[config.mk]
export PLATFORM = sky130hd
export DESIGN_NAME = sslrx_dispatch
export DESIGN_NICKNAME = d
export VERILOG_FILES = /design/src/design/sslrx_pkg.sv /design/src/design/sslrx_fifo.sv /design/src/design/sslrx_dispatch.sv
export VERILOG_INCLUDE_DIRS = /design/src /design/src/design
export SDC_FILE = /design/constraint.sdc
export NUM_CORES = 1
export LEC_CHECK = 0
export ABC_AREA = 1
export BUFFER_PORTS_ARGS = -buffer_cell sky130_fd_sc_hd__buf_2
export CORE_ASPECT_RATIO = 1.75
export CORE_MARGIN = 10
export CORE_UTILIZATION = 60
export DETAILED_ROUTE_END_ITERATION = 8
export PLACE_DENSITY_LB_ADDON = 0.2
export SLEW_MARGIN = 0
export SYNTH_ARGS = -nofsm -noshare
export SYNTH_HDL_FRONTEND = slang
export SYNTH_SLANG_ARGS = --single-unit
[constraint.sdc]
create_clock -name mclk_in -period 6.55 [get_ports mclk_in]
set_clock_uncertainty 0.1 [all_clocks]
set_input_delay 1.6375 -clock mclk_in [delete_from_list [all_inputs] [get_ports mclk_in]]
set_output_delay 1.6375 -clock mclk_in [all_outputs]
set_load 0.01 [all_outputs]
[src/design/sslrx_regs.svh]
// Purpose: constants for the link receive and transmit dispatch block
// Assumes: one dword per mclk_in cycle, 100 MHz
// Notes:   frame limits, done reason codes and the align period live here as macros; kind codes sit in sslrx_pkg
`ifndef SSLRX_REGS_SVH
`define SSLRX_REGS_SVH

// ----------------------------------------
// frame limits
// ----------------------------------------
`define SSLRX_MAX_FRAME_BYTES   1024
`define SSLRX_BYTES_PER_DWORD   4
`define SSLRX_LEN_W             12
`define SSLRX_CREDIT_W          8
`define SSLRX_FIFO_DEPTH        16

// ----------------------------------------
// done reason codes
// ----------------------------------------
`define SSLRX_DONE_NORMAL       2'h0
`define SSLRX_DONE_CREDIT_TO    2'h1
`define SSLRX_DONE_ACK_TO       2'h2

// ----------------------------------------
// align insertion
// ----------------------------------------
`define SSLRX_ALIGN_PERIOD      8'hff

`endif

[src/design/sslrx_pkg.sv]
// Purpose: types shared by the dispatch block and its bench
// Assumes: the link carries one dword plus a kind code per cycle
// Notes:   kind codes stand in for encoded primitives
package sslrx_pkg;

	typedef enum logic [3:0] {
		SSLRX_K_IDLE,
		SSLRX_K_ALIGN,
		SSLRX_K_RRDY,
		SSLRX_K_ACK,
		SSLRX_K_NAK,
		SSLRX_K_DONE,
		SSLRX_K_SOF,
		SSLRX_K_DATA,
		SSLRX_K_EOF,
		SSLRX_K_BREAK
	} sslrx_kind_e;

	typedef struct packed {
		sslrx_kind_e kind;
		logic [1:0]  reason;
		logic [31:0] data;
	} sslrx_dword_s;

	// end-of-frame facts supplied alongside the eof dword
	typedef struct packed {
		logic crc_ok;
		logic addr_ok;
	} sslrx_eof_info_s;

	typedef struct packed {
		logic crc_err;
		logic balanced;
	} sslrx_verdict_s;

endpackage

[src/design/sslrx_fifo.sv]
// Purpose: small synchronous fifo with valid/ready on both sides
// Assumes: single clock, synchronous active-high reset
// Notes:   full and empty come from an occupancy count
`timescale 1ns/1ps
module sslrx_fifo #(
	parameter int WIDTH = 32,
	parameter int DEPTH = 16
) (
	input  wire logic             mclk_in,
	input  wire logic             rst_in,
	input  wire logic [WIDTH-1:0] wr_data_in,
	input  wire logic             wr_valid_in,
	output logic                  wr_ready_out,
	output logic [WIDTH-1:0]      rd_data_out,
	output logic                  rd_valid_out,
	input  wire logic             rd_ready_in
);
	localparam int AW = $clog2(DEPTH);

	logic [WIDTH-1:0] mem [DEPTH];
	logic [AW-1:0]    wr_ptr;
	logic [AW-1:0]    rd_ptr;
	logic [AW:0]      count;
	logic             push;
	logic             pop;

	assign wr_ready_out = (count != (AW+1)'(DEPTH));
	assign rd_valid_out = (count != '0);
	assign push         = wr_valid_in && wr_ready_out;
	assign pop          = rd_valid_out && rd_ready_in;
	assign rd_data_out  = mem[rd_ptr];

	always_ff @(posedge mclk_in) begin
		if (push) begin
			mem[wr_ptr] <= wr_data_in;
		end
	end

	always_ff @(posedge mclk_in) begin
		if (rst_in) begin
			wr_ptr <= '0;
			rd_ptr <= '0;
			count  <= '0;
		end else begin
			if (push) begin
				wr_ptr <= (wr_ptr == AW'(DEPTH-1)) ? '0 : wr_ptr + 1'b1;
			end
			if (pop) begin
				rd_ptr <= (rd_ptr == AW'(DEPTH-1)) ? '0 : rd_ptr + 1'b1;
			end
			count <= count + (AW+1)'(push) - (AW+1)'(pop);
		end
	end
endmodule

[src/design/sslrx_dispatch.sv]
// Purpose: receive dispatch, frame check, verdict, credit and ack balance, transmit dispatch
// Assumes: rx dwords already decoded into kinds; eof carries crc and address facts
// Notes:   transmit frame control and timeouts sit outside; frame payload leaves via fifo
// Operation
// - each received credit primitive pulses a credit-received event
// - each received ack or nak is reported, kind kept, and counted by the ack balance monitor only
// - received done passes its reason to close logic and an event to checker
// - done with ack-timeout reason raises remote ack timeout notice
// - done with credit-timeout reason raises remote credit timeout notice
// - sof goes to checker; eof goes to close logic and checker
// - discard and flag illegal: no credit, too long, bad address with good crc, or after done
// - second sof without eof: flag protocol violation, restart byte count and credit, keep buffering dwords
// - accept only with credit, length within limit, and matching addresses or a crc error
// - crc error travels with the frame into the verdict stage
// - good frame: request ack, tell credit tracker, report received with balance
// - crc-bad frame: request nak, tell credit tracker, report failed frame
// - verdict returns to idle one cycle after entry, on the edge that registers its outputs
// - no credit at connection start; grant only when buffers free up
// - outstanding grant requests never exceed free frame buffers
// - count grants sent and acks issued; credit extended while grants lead
// - count acks/naks sent against received and report balance
// - balance counters equalised when a connection starts
// - transmit requested credit, ack, nak, done or framed payload
// - with nothing pending send idle, with align inserted periodically
// - requested dword goes out in the next free slot
// - priority align, credit, ack or nak, done
// - sof just before first payload dword, eof just after last
// - pending primitives may interleave with frame dwords
// - all machines except the align counter run from enable and stop on close, break request or break; the align counter runs from reset
`timescale 1ns/1ps
`include "sslrx_regs.svh"
module sslrx_dispatch #(
	parameter int FIFO_W     = 32,
	parameter int FIFO_DEPTH = `SSLRX_FIFO_DEPTH,
	parameter int CREDIT_W   = `SSLRX_CREDIT_W
) (
	input  wire logic                      mclk_in,
	input  wire logic                      rst_in,
	input  wire logic                      ssp_enable_in,
	input  wire logic                      ssp_stop_in,
	input  wire sslrx_pkg::sslrx_dword_s   rx_dword_in,
	input  wire sslrx_pkg::sslrx_eof_info_s rx_eof_info_in,
	input  wire logic                      buf_free_in,
	output logic                           credit_rcvd_out,
	output logic                           ack_rcvd_out,
	output logic                           nak_rcvd_out,
	output logic                           done_rcvd_out,
	output logic [1:0]                     done_reason_out,
	output logic                           eof_rcvd_out,
	output logic                           remote_ack_to_out,
	output logic                           remote_credit_to_out,
	output logic                           illegal_frame_out,
	output logic                           protocol_violation_out,
	output logic                           frame_rcvd_out,
	output logic                           frame_balanced_out,
	output logic                           frame_failed_out,
	output logic                           credit_extended_out,
	output logic                           ack_balanced_out,
	output logic                           stopped_out,
	output logic [FIFO_W-1:0]              rx_data_out,
	output logic                           rx_valid_out,
	input  wire logic                      rx_ready_in,
	input  wire logic                      tx_done_req_in,
	input  wire logic [1:0]                tx_done_reason_in,
	output logic                           tx_done_ack_out,
	input  wire logic [31:0]               tx_frame_data_in,
	input  wire logic                      tx_frame_valid_in,
	input  wire logic                      tx_frame_last_in,
	output logic                           tx_frame_ready_out,
	output sslrx_pkg::sslrx_dword_s        tx_dword_out
);
	// ----------------------------------------
	// run control
	// ----------------------------------------
	logic run;
	always_ff @(posedge mclk_in) begin
		if (rst_in) begin
			run <= 1'b0;
		end else if (ssp_stop_in || rx_dword_in.kind == sslrx_pkg::SSLRX_K_BREAK) begin
			run <= 1'b0;
		end else if (ssp_enable_in) begin
			run <= 1'b1;
		end
	end
	assign stopped_out = !run;
	logic start;
	assign start = ssp_enable_in && !run;

	function automatic logic is_kind(input sslrx_pkg::sslrx_dword_s d, input sslrx_pkg::sslrx_kind_e k);
		is_kind = (d.kind == k);
	endfunction

	// ----------------------------------------
	// receive dispatcher
	// ----------------------------------------
	logic rx_sof;
	logic rx_eof;
	logic rx_data;
	assign rx_sof  = run && is_kind(rx_dword_in, sslrx_pkg::SSLRX_K_SOF);
	assign rx_eof  = run && is_kind(rx_dword_in, sslrx_pkg::SSLRX_K_EOF);
	assign rx_data = run && is_kind(rx_dword_in, sslrx_pkg::SSLRX_K_DATA);

	always_ff @(posedge mclk_in) begin
		if (rst_in) begin
			credit_rcvd_out      <= 1'b0;
			ack_rcvd_out         <= 1'b0;
			nak_rcvd_out         <= 1'b0;
			done_rcvd_out        <= 1'b0;
			done_reason_out      <= 2'h0;
			eof_rcvd_out         <= 1'b0;
			remote_ack_to_out    <= 1'b0;
			remote_credit_to_out <= 1'b0;
		end else begin
			credit_rcvd_out      <= run && is_kind(rx_dword_in, sslrx_pkg::SSLRX_K_RRDY);
			ack_rcvd_out         <= run && is_kind(rx_dword_in, sslrx_pkg::SSLRX_K_ACK);
			nak_rcvd_out         <= run && is_kind(rx_dword_in, sslrx_pkg::SSLRX_K_NAK);
			done_rcvd_out        <= run && is_kind(rx_dword_in, sslrx_pkg::SSLRX_K_DONE);
			if (run && is_kind(rx_dword_in, sslrx_pkg::SSLRX_K_DONE)) begin
				done_reason_out <= rx_dword_in.reason;
			end
			eof_rcvd_out         <= rx_eof;
			remote_ack_to_out    <= run && is_kind(rx_dword_in, sslrx_pkg::SSLRX_K_DONE)
				&& rx_dword_in.reason == `SSLRX_DONE_ACK_TO;
			remote_credit_to_out <= run && is_kind(rx_dword_in, sslrx_pkg::SSLRX_K_DONE)
				&& rx_dword_in.reason == `SSLRX_DONE_CREDIT_TO;
		end
	end

	// ----------------------------------------
	// frame checker
	// ----------------------------------------
	typedef enum logic [1:0] {SSLRX_CHK_IDLE, SSLRX_CHK_IN_FRAME, SSLRX_CHK_VERDICT} sslrx_chk_e;
	sslrx_chk_e              chk_state;
	logic [`SSLRX_LEN_W-1:0] frame_bytes;
	logic                    done_seen;
	logic                    frame_credit;
	logic                    fifo_ready;
	logic                    fifo_push;
	sslrx_pkg::sslrx_verdict_s verdict;
	logic                    accept;
	logic                    len_ok;

	assign len_ok = frame_bytes <= `SSLRX_LEN_W'(`SSLRX_MAX_FRAME_BYTES);
	assign accept = frame_credit && len_ok && (rx_eof_info_in.addr_ok || !rx_eof_info_in.crc_ok)
		&& !done_seen;
	assign fifo_push = (chk_state == SSLRX_CHK_IN_FRAME) && rx_data && len_ok;

	always_ff @(posedge mclk_in) begin
		if (rst_in || start) begin
			done_seen <= 1'b0;
		end else if (run && is_kind(rx_dword_in, sslrx_pkg::SSLRX_K_DONE)) begin
			done_seen <= 1'b1;
		end
	end

	always_ff @(posedge mclk_in) begin
		if (rst_in) begin
			chk_state              <= SSLRX_CHK_IDLE;
			frame_bytes            <= '0;
			frame_credit           <= 1'b0;
			verdict                <= '0;
			illegal_frame_out      <= 1'b0;
			protocol_violation_out <= 1'b0;
		end else begin
			illegal_frame_out      <= 1'b0;
			protocol_violation_out <= 1'b0;
			case (chk_state)
				SSLRX_CHK_IDLE: begin
					if (rx_sof) begin
						chk_state    <= SSLRX_CHK_IN_FRAME;
						frame_bytes  <= '0;
						frame_credit <= credit_extended_out;
					end
				end
				SSLRX_CHK_IN_FRAME: begin
					if (!run) begin
						chk_state <= SSLRX_CHK_IDLE;
					end else if (rx_sof) begin
						protocol_violation_out <= 1'b1;
						frame_bytes            <= '0;
						frame_credit           <= credit_extended_out;
					end else if (rx_data && frame_bytes <= `SSLRX_LEN_W'(`SSLRX_MAX_FRAME_BYTES)) begin
						frame_bytes <= frame_bytes + `SSLRX_LEN_W'(`SSLRX_BYTES_PER_DWORD);
					end else if (rx_eof) begin
						if (accept) begin
							chk_state       <= SSLRX_CHK_VERDICT;
							verdict.crc_err <= !rx_eof_info_in.crc_ok;
						end else begin
							chk_state         <= SSLRX_CHK_IDLE;
							illegal_frame_out <= 1'b1;
						end
					end
				end
				SSLRX_CHK_VERDICT: begin
					chk_state <= SSLRX_CHK_IDLE;
				end
				default: chk_state <= SSLRX_CHK_IDLE;
			endcase
		end
	end

	// ----------------------------------------
	// verdict stage
	// ----------------------------------------
	logic ack_req;
	logic nak_req;
	logic ack_issued;
	assign ack_issued = (chk_state == SSLRX_CHK_VERDICT);

	always_ff @(posedge mclk_in) begin
		if (rst_in) begin
			frame_rcvd_out     <= 1'b0;
			frame_failed_out   <= 1'b0;
			frame_balanced_out <= 1'b0;
		end else begin
			frame_rcvd_out   <= ack_issued && !verdict.crc_err;
			frame_failed_out <= ack_issued && verdict.crc_err;
			if (ack_issued) begin
				frame_balanced_out <= ack_balanced_out;
			end
		end
	end

	// ----------------------------------------
	// inbound credit tracker and grant scheduler
	// ----------------------------------------
	logic [CREDIT_W-1:0] rrdy_sent;
	logic [CREDIT_W-1:0] acks_issued;
	logic [CREDIT_W-1:0] free_bufs;
	logic                rrdy_go;
	assign credit_extended_out = (rrdy_sent != acks_issued);

	always_ff @(posedge mclk_in) begin
		if (rst_in || start) begin
			free_bufs <= '0;
		end else begin
			free_bufs <= free_bufs + CREDIT_W'(buf_free_in) - CREDIT_W'(rrdy_go);
		end
	end

	always_ff @(posedge mclk_in) begin
		if (rst_in || start) begin
			rrdy_sent   <= '0;
			acks_issued <= '0;
		end else begin
			rrdy_sent   <= rrdy_sent + CREDIT_W'(rrdy_go);
			acks_issued <= acks_issued + CREDIT_W'(ack_issued);
		end
	end

	// ----------------------------------------
	// inbound ack balance monitor
	// ----------------------------------------
	logic [CREDIT_W-1:0] an_sent;
	logic [CREDIT_W-1:0] an_rcvd;
	logic                an_go;
	assign ack_balanced_out = (an_sent == an_rcvd);

	always_ff @(posedge mclk_in) begin
		if (rst_in || start) begin
			an_sent <= '0;
			an_rcvd <= '0;
		end else begin
			an_sent <= an_sent + CREDIT_W'(an_go);
			an_rcvd <= an_rcvd + CREDIT_W'(ack_rcvd_out || nak_rcvd_out);
		end
	end

	// ----------------------------------------
	// transmit dispatcher
	// ----------------------------------------
	logic [7:0] align_cnt;
	logic       align_due;
	logic       in_tx_frame;
	logic       frame_go;
	logic       done_go;
	logic       ack_pend;
	logic       nak_pend;
	logic       eof_due;
	assign align_due = (align_cnt == `SSLRX_ALIGN_PERIOD);
	// priority chain; frame dwords fill whatever slot primitives leave
	assign rrdy_go  = run && !align_due && (free_bufs != '0);
	assign an_go    = run && !align_due && !rrdy_go && (ack_pend || nak_pend);
	assign done_go  = run && !align_due && !rrdy_go && !an_go && !eof_due && tx_done_req_in && !in_tx_frame;
	assign frame_go = run && !align_due && !rrdy_go && !an_go && !eof_due && !done_go && tx_frame_valid_in;
	assign tx_done_ack_out    = done_go;
	assign tx_frame_ready_out = frame_go && in_tx_frame;

	always_ff @(posedge mclk_in) begin
		if (rst_in || start) begin
			ack_pend <= 1'b0;
			nak_pend <= 1'b0;
		end else begin
			ack_pend <= (ack_pend && !(an_go && ack_pend)) || (ack_issued && !verdict.crc_err);
			nak_pend <= (nak_pend && !(an_go && !ack_pend)) || (ack_issued && verdict.crc_err);
		end
	end

	always_ff @(posedge mclk_in) begin
		if (rst_in) begin
			align_cnt <= 8'h00;
		end else begin
			align_cnt <= align_due ? 8'h00 : align_cnt + 8'h01;
		end
	end

	always_ff @(posedge mclk_in) begin
		if (rst_in || start) begin
			in_tx_frame <= 1'b0;
		end else if (frame_go) begin
			in_tx_frame <= !(in_tx_frame && tx_frame_last_in) && (in_tx_frame || 1'b1);
		end else if (frame_go == 1'b0 && in_tx_frame && !tx_frame_valid_in) begin
			in_tx_frame <= in_tx_frame;
		end
	end

	always_ff @(posedge mclk_in) begin
		if (rst_in || start) begin
			eof_due <= 1'b0;
		end else if (tx_frame_ready_out && tx_frame_last_in) begin
			eof_due <= 1'b1;
		end else if (run && !align_due && !rrdy_go && !an_go) begin
			eof_due <= 1'b0;
		end
	end

	always_ff @(posedge mclk_in) begin
		if (rst_in) begin
			tx_dword_out <= '0;
		end else begin
			tx_dword_out <= '0;
			if (!run) begin
				tx_dword_out.kind <= sslrx_pkg::SSLRX_K_IDLE;
			end else if (align_due) begin
				tx_dword_out.kind <= sslrx_pkg::SSLRX_K_ALIGN;
			end else if (rrdy_go) begin
				tx_dword_out.kind <= sslrx_pkg::SSLRX_K_RRDY;
			end else if (an_go) begin
				tx_dword_out.kind <= ack_pend ? sslrx_pkg::SSLRX_K_ACK : sslrx_pkg::SSLRX_K_NAK;
			end else if (eof_due) begin
				tx_dword_out.kind <= sslrx_pkg::SSLRX_K_EOF;
			end else if (done_go) begin
				tx_dword_out.kind   <= sslrx_pkg::SSLRX_K_DONE;
				tx_dword_out.reason <= tx_done_reason_in;
			end else if (frame_go && !in_tx_frame) begin
				tx_dword_out.kind <= sslrx_pkg::SSLRX_K_SOF;
			end else if (frame_go) begin
				tx_dword_out.kind <= sslrx_pkg::SSLRX_K_DATA;
				tx_dword_out.data <= tx_frame_data_in;
			end else begin
				tx_dword_out.kind <= sslrx_pkg::SSLRX_K_IDLE;
			end
		end
	end

	// ----------------------------------------
	// receive payload buffer
	// ----------------------------------------
	logic unused_ready;
	assign unused_ready = fifo_ready;
	sslrx_fifo #(
		.WIDTH (FIFO_W),
		.DEPTH (FIFO_DEPTH)
	) u_fifo (
		.mclk_in      (mclk_in),
		.rst_in       (rst_in),
		.wr_data_in   (FIFO_W'(rx_dword_in.data)),
		.wr_valid_in  (fifo_push),
		.wr_ready_out (fifo_ready),
		.rd_data_out  (rx_data_out),
		.rd_valid_out (rx_valid_out),
		.rd_ready_in  (rx_ready_in)
	);

	// ----------------------------------------
	// checks
	// ----------------------------------------
	property p_rrdy_event;
		@(posedge mclk_in) disable iff (rst_in)
		(run && rx_dword_in.kind == sslrx_pkg::SSLRX_K_RRDY) |=> credit_rcvd_out;
	endproperty
	a_rrdy_event: assert property (p_rrdy_event) else $error("credit event missing");

	property p_remote_ack_to;
		@(posedge mclk_in) disable iff (rst_in)
		remote_ack_to_out |-> done_rcvd_out && done_reason_out == `SSLRX_DONE_ACK_TO;
	endproperty
	a_remote_ack_to: assert property (p_remote_ack_to) else $error("ack timeout notice wrong");

	property p_verdict_one;
		@(posedge mclk_in) disable iff (rst_in)
		ack_issued |=> (frame_rcvd_out ^ frame_failed_out) && chk_state == SSLRX_CHK_IDLE;
	endproperty
	a_verdict_one: assert property (p_verdict_one) else $error("verdict report wrong");

	property p_credit_flag;
		@(posedge mclk_in) disable iff (rst_in)
		$rose(credit_extended_out) |-> $past(rrdy_go);
	endproperty
	a_credit_flag: assert property (p_credit_flag) else $error("credit rose without grant");

	property p_no_free_no_grant;
		@(posedge mclk_in) disable iff (rst_in)
		(free_bufs == '0) |-> !rrdy_go;
	endproperty
	a_no_free_no_grant: assert property (p_no_free_no_grant) else $error("grant without buffer");

	property p_start_balanced;
		@(posedge mclk_in) disable iff (rst_in)
		start |=> ack_balanced_out && !credit_extended_out;
	endproperty
	a_start_balanced: assert property (p_start_balanced) else $error("counters not reset");

	property p_align_first;
		@(posedge mclk_in) disable iff (rst_in)
		(run && align_due && !ssp_stop_in) |=> tx_dword_out.kind == sslrx_pkg::SSLRX_K_ALIGN;
	endproperty
	a_align_first: assert property (p_align_first) else $error("align not first");

	property p_illegal_len;
		@(posedge mclk_in) disable iff (rst_in)
		(chk_state == SSLRX_CHK_IN_FRAME && rx_eof && !len_ok) |=> illegal_frame_out;
	endproperty
	a_illegal_len: assert property (p_illegal_len) else $error("long frame kept");
endmodule

==> results of run 1 <==
[routing by layer]
layer,routed length [um],vias up,global-route usage,part of all wire
li1,-,7795,-,-
met1,21210,8006,0.2418,0.37
met2,30780,537,0.3981,0.53
met3,3630,150,0.03672,0.063
met4,2120,6,0.09262,0.037
met5,38,-,0,0.00066
[kinds of logic after synthesis]
family	Yosys count	synth area share
AOI/OAI and AO/OA	486	0.1066
xor gates and xnor gates	21	0.007007
adders and majority gates	35	0.01726
buffers and inverters	388	0.05968
DFF	649	0.6903
muxes	128	0.04882
and+or+nand+nor	414	0.07032
[critical path, cell delays in order (launching register included)]
cell      delay (ps)
dfxtp_4          730
buf_4            870
a21oi_1           60
o21ai_0          110
o21ai_0          110
o211ai_1         200
nand2_1          170
buf_2            190
[worst max path at each step]
stage / start / slack (ps) / depth (start not counted) / to
after global routing: flop / 1490 / 7 / rx_data_out[31]
after floorplan: rx_dword_in[37] / 1350 / 7 / u_fifo.mem[7][0]$_DFFE_PP_
final: flop / 1690 / 7 / rx_data_out[31]
after global placement: rx_dword_in[37] / 2150 / 8 / u_fifo.mem[14][4]$_DFFE_PP_
after CTS: flop / 1700 / 7 / rx_data_out[27]
after detailed placement: rx_dword_in[37] / 2140 / 8 / u_fifo.mem[14][5]$_DFFE_PP_
[metrics by stage]
step	instance area, sq um	setup WS [ps]	utilization
6_report	29510	1691	0.6809
5_1_grt	29510	1491	0.6809
4_1_cts	29510	1697	0.6809
3_5_place_dp	27620	2142	0.6373
3_3_place_gp	27620	2150	0.6373
2_1_floorplan	26250	1348	-
[state kept, by name (all words and copies together), names as in the netlist, 2 cells and up, named ones only]
name / cells
frame_bytes: 10
tx_dword_out: 38
an_sent: 8
u_fifo.count: 5
acks_issued: 8
u_fifo.wr_ptr: 4
align_cnt: 8
done_reason_out: 2
chk_state: 2
u_fifo.rd_ptr: 4
rrdy_sent: 8
an_rcvd: 8
free_bufs: 8
u_fifo.mem: 512
[layout by cell type, fill, tap and decap left out, drive strengths merged, types with 2 or more instances in the layout]
master	instances
xnor2	11
nor3b	7
nor3	18
or2	6
clkinv	15
nor4	11
edfxtp	512
a31oi	6
o21a	2
inv	289
nand3	83
ha	33
clkbuf	75
fa	2
o21ai	170
dfxtp	137
buf	190
nor2	146
nand4	11
a21oi	175
mux2i	128
xor2	10
bufinv	8
nand2	130
o211ai	129
[power by group through the flow]
stage	Sequential [W]	Combinational (W)	Clock [W]
2_1_floorplan	0.00459	0.00125	0
5_1_grt	0.00460	0.00187	0.00361
4_1_cts	0.00459	0.00169	0.00345
3_5_place_dp	0.00468	0.00168	0
3_3_place_gp	0.00468	0.00163	0
6_report	0.00459	0.00168	0.00341
[area by class of cell]
type / count / area (sq um) / area share
Tap cell: 566 / 708.2 / 0.02399
Inverter: 285 / 1072 / 0.03633
Timing Repair Buffer: 190 / 1033 / 0.03502
Clock inverter: 27 / 336.6 / 0.01140
Multi-Input combinational cell: 1084 / 6680 / 0.2263
Sequential cell: 649 / 18130 / 0.6143
Clock buffer: 75 / 1554 / 0.05265
==> flow_summary.json, run 1 <==
{
  "grt_pass1_wl_um": 89780,
  "syn_avg_cell_area_sq_um": 12.37,
  "vias": 16494,
  "ir_drop_mv": 0.2666,
  "timing_worst_slew_pin_value_ps": 1298,
  "fill_cells": 3088,
  "core_region_area_sq_mm": 0.04335,
  "crit_fanout": 83,
  "synth_cell_types": 41,
  "outcome": "completed",
  "seqPwrFrac": 0.474,
  "yosysWarnings": 0,
  "min_path_type": "flop to flop",
  "antenna_cells": 0,
  "rr_startpoint": "align_cnt[0]$_SDFF_PP0_",
  "row_count": 101,
  "dpl.cell_count": 2774,
  "p_clk_frac": 0.353,
  "final_layout_size_suffix_gt1_frac": 0.1385,
  "synth_common_cells": "512 x edfxtp_1, 280 x inv_1, 171 x a21oi_1",
  "drv_cap": 0,
  "switchingPower_w": 0.002596,
  "clk_latency_ps": 590,
  "netlist_area_sq_mm": 0.02625,
  "fin_nets": 2383,
  "start_kind": "flop",
  "synth_fp_nets": 2239,
  "finalMaxSlewViolations": 0,
  "min_period_over_period": 0.7418,
  "io-pin-count": 173,
  "hold_ws_ps": 355.5,
  "place_congestion": 0.8277,
  "ys_seq_area_frac": 0.6903,
  "area_delta_synth_final_pct": 12.45,
  "first_iter_violations": 1123,
  "finalSetupViolCount": 0,
  "cp.required_ps": 4810,
  "ff2ff_path_depth": 19,
  "synth.area.top_cells": "edfxtp_1 59%, dfxtp_1 10%, mux2i_1 4.9%, inv_1 4.0%, o211ai_1 3.7%",
  "cts_max_level": 2,
  "worstHoldStart": "align_cnt[0]$_SDFF_PP0_",
  "wirelength_um": 57780,
  "ys.flop_type": "edfxtp_1",
  "vias_per_cell": 5.735,
  "p_per_area_mw_per_mm2": 327.9,
  "synthCells": 2121,
  "r2r-end": "free_bufs[6]$_SDFF_PP0_",
  "p_leak_nw": 10.71,
  "drc": 0,
  "p_int_w": 0.007081,
  "grt_max_degree": 85,
  "finalNonFillerCells": 2876,
  "rsz0062_at_grt": "no",
  "wire_per_inst_um": 20.09,
  "cts_hold_buf": 0,
  "reg2reg_slack_ps": 3080,
  "total_power_w": 0.009677,
  "synth.top_cell.area_share": 0.5858,
  "cts_setup_buffers": 0,
  "synthArstFlopShare": 0,
  "antenna_found_initial": 4,
  "fp.dieW_um": 178.1,
  "finalCriticalPeriod_ps": 4859,
  "synth_top_cell_by_area": "edfxtp_1",
  "dr.pass1.iters": 6,
  "die_area_sq_mm": 0.05284,
  "path_class": "flop to output port",
  "sw_frac_of_total": 0.2682,
  "grt_usage": 0.2172,
  "drtAntennaViolNets": 0,
  "grt-ovfl-total": 0,
  "yosysMostFrequentCell": "edfxtp_1",
  "cts_tree": "done",
  "synth.ff_latch_count": 649,
  "cts_root_buf": "clkbuf_16",
  "die_y_um": 296.7,
  "cts-buffers-inserted": 55,
  "initial_core_util": 0.6055,
  "pwr-share-comb": 0.174,
  "clockBufferDepth": 3,
  "dp_hpwl_um": 34010,
  "whs_path_depth": 1,
  "hold_end": "align_cnt[0]$_SDFF_PP0_",
  "cp-end-kind": "output port",
  "portBuffers": 172,
  "clk_pin_slew_ps": 70,
  "max-slew-margin-rel": 0.1327,
  "synth_edf_count": 512,
  "clock.fmax_mhz": 205.8,
  "arrival_ps": 3120,
  "clkSinkCount": 649,
  "cts_resized": 0,
  "hold_viol_final": 0,
  "setup_tns_ps": 0,
  "grt_pass1_vias": 16947
}
No activity file was read; power rests on OpenSTA's default activity.
==> run 2, diff against run 1 <==
clock period = 4.8 ns   (was 6.55 ns; I/O delays follow)
==> run 2 against run 1 <==
Via count grew 0.32%; critical endpoint is now rx_data_out[26]; global-route usage grew 0.41 points; largest power group unchanged; clock power grew 30%; combinational power grew 44%; first-iteration DRC count shrank 1.7%; wire length grew 1.4%.
==> flow_summary.json, run 2 (synthesis results as in run 1) <==
{
  "grt_max_degree": 129,
  "min_path_type": "flop to flop",
  "cts_hold_buf": 0,
  "rr_startpoint": "align_cnt[0]$_SDFF_PP0_",
  "drtAntennaViolNets": 0,
  "core_region_area_sq_mm": 0.04335,
  "drc": 0,
  "start_kind": "flop",
  "hold_ws_ps": 359.7,
  "p_per_area_mw_per_mm2": 439.4,
  "crit_fanout": 81,
  "clk_pin_slew_ps": 70,
  "cts_root_buf": "clkbuf_16",
  "clockBufferDepth": 3,
  "outcome": "completed",
  "clkSinkCount": 649,
  "hold_viol_final": 0,
  "wirelength_um": 58610,
  "max-slew-margin-rel": 0.1981,
  "min_period_over_period": 0.8122,
  "grt_pass1_wl_um": 91240,
  "top_regs": "u_fifo.mem x512, tx_dword_out x38, frame_bytes x10",
  "area_delta_synth_final_pct": 13.16,
  "total_power_w": 0.01305,
  "fill_cells": 3050,
  "setup_tns_ps": 0,
  "die_area_sq_mm": 0.05284,
  "regMostFlops": "u_fifo.mem",
  "worstHoldStart": "align_cnt[0]$_SDFF_PP0_",
  "grt_usage": 0.2213,
  "clock.fmax_mhz": 256.5,
  "finalSetupViolCount": 0,
  "ff2ff_path_depth": 19,
  "final_layout_size_suffix_gt1_frac": 0.1461,
  "path_class": "flop to output port",
  "cts_max_level": 2,
  "cts_setup_buffers": 0,
  "row_count": 101,
  "cts-buffers-inserted": 55,
  "final_common_cell": "edfxtp_1",
  "r2r-end": "free_bufs[6]$_SDFF_PP0_",
  "die_y_um": 296.7,
  "io-pin-count": 173,
  "drv_cap": 0,
  "fin_nets": 2399,
  "vias_per_cell": 5.717,
  "hold_end": "align_cnt[0]$_SDFF_PP0_",
  "rsz0062_at_grt": "no",
  "fp.dieW_um": 178.1,
  "place_congestion": 0.8475,
  "first_iter_violations": 1104,
  "wire_per_inst_um": 20.25,
  "cts_resized": 0,
  "final_cell_mix": "512 x edfxtp_1, 278 x inv_1, 172 x buf_2",
  "vias": 16546,
  "clk_latency_ps": 600,
  "whs_path_depth": 1,
  "grt_pass1_vias": 17068,
  "fin_util": 0.6852,
  "arrival_ps": 2600,
  "reg2reg_slack_ps": 1450,
  "finalMaxSlewViolations": 0,
  "dp_hpwl_um": 36580,
  "initial_core_util": 0.6055,
  "timing_worst_slew_pin_value_ps": 1202,
  "largest_register_ffs": 512,
  "ir_drop_mv": 0.3456,
  "dr.pass1.iters": 5,
  "cp-end-kind": "output port",
  "p_leak_nw": 10.76,
  "antenna_found_initial": 2,
  "finalCriticalPeriod_ps": 3898,
  "grt-ovfl-total": 0,
  "portBuffers": 172,
  "cp.required_ps": 3500,
  "cts_tree": "done"
}
## run 2: power breakdown
| part | total [W] | switching, W | internal, W |
|---|---|---|---|
| clock | 0.00445 | 0.00198 | 0.00247 |
| sequential | 0.00618 | 0.0000655 | 0.00611 |
| combinational | 0.00242 | 0.00153 | 0.000891 |
| total | 0.0130 | 0.00358 | 0.00947 |
## run 2: final cells by class
type	count	area (sq um)	area share
Antenna cell	1	2.502	0.00008426
Clock buffer	64	1430	0.04815
Clock inverter	39	372.9	0.01255
Inverter	285	1072	0.03610
Multi-Input combinational cell	1084	6680	0.2249
Sequential cell	649	18130	0.6104
Tap cell	566	708.2	0.02384
Timing Repair Buffer	206	1304	0.04390
## run 2: through the flow
step	cells	cell area (sq um)	worst slack (ps)
global placement	2790	27890	1020
floorplan	2121	26250	35.11
detailed placement	2790	27890	1001
CTS	2893	29700	923.5
finish	2894	29700	901.6
global route	2893	29700	781.3
## run 2: worst max path at each step
| stage | to | slack, ps | depth (start not counted) |
|---|---|---|---|
| floorplan | u_fifo.mem[7][0]$_DFFE_PP_ | 40 | 7 |
| global placement | u_fifo.mem[9][29]$_DFFE_PP_ | 1020 | 9 |
| detailed placement | u_fifo.mem[9][29]$_DFFE_PP_ | 1000 | 9 |
| CTS | rx_data_out[0] | 920 | 5 |
| global route | rx_data_out[26] | 780 | 5 |
| finish | rx_data_out[26] | 900 | 5 |
## run 2: critical path, cell delays in order, from the launching register on
cell and delay, ps:
dfxtp_4 340, buf_4 810, o211ai_1 330, o211ai_1 170, nand2_1 120, buf_2 160
## run 2: layer usage
layer | share of wire | up-vias | track usage | wire (um)
li1 | - | 7832 | - | -
met1 | 0.37 | 7997 | 0.2482 | 21640
met2 | 0.53 | 572 | 0.3999 | 30810
met3 | 0.064 | 141 | 0.03659 | 3742
met4 | 0.041 | 4 | 0.1040 | 2397
met5 | 0.00038 | - | 0 | 22
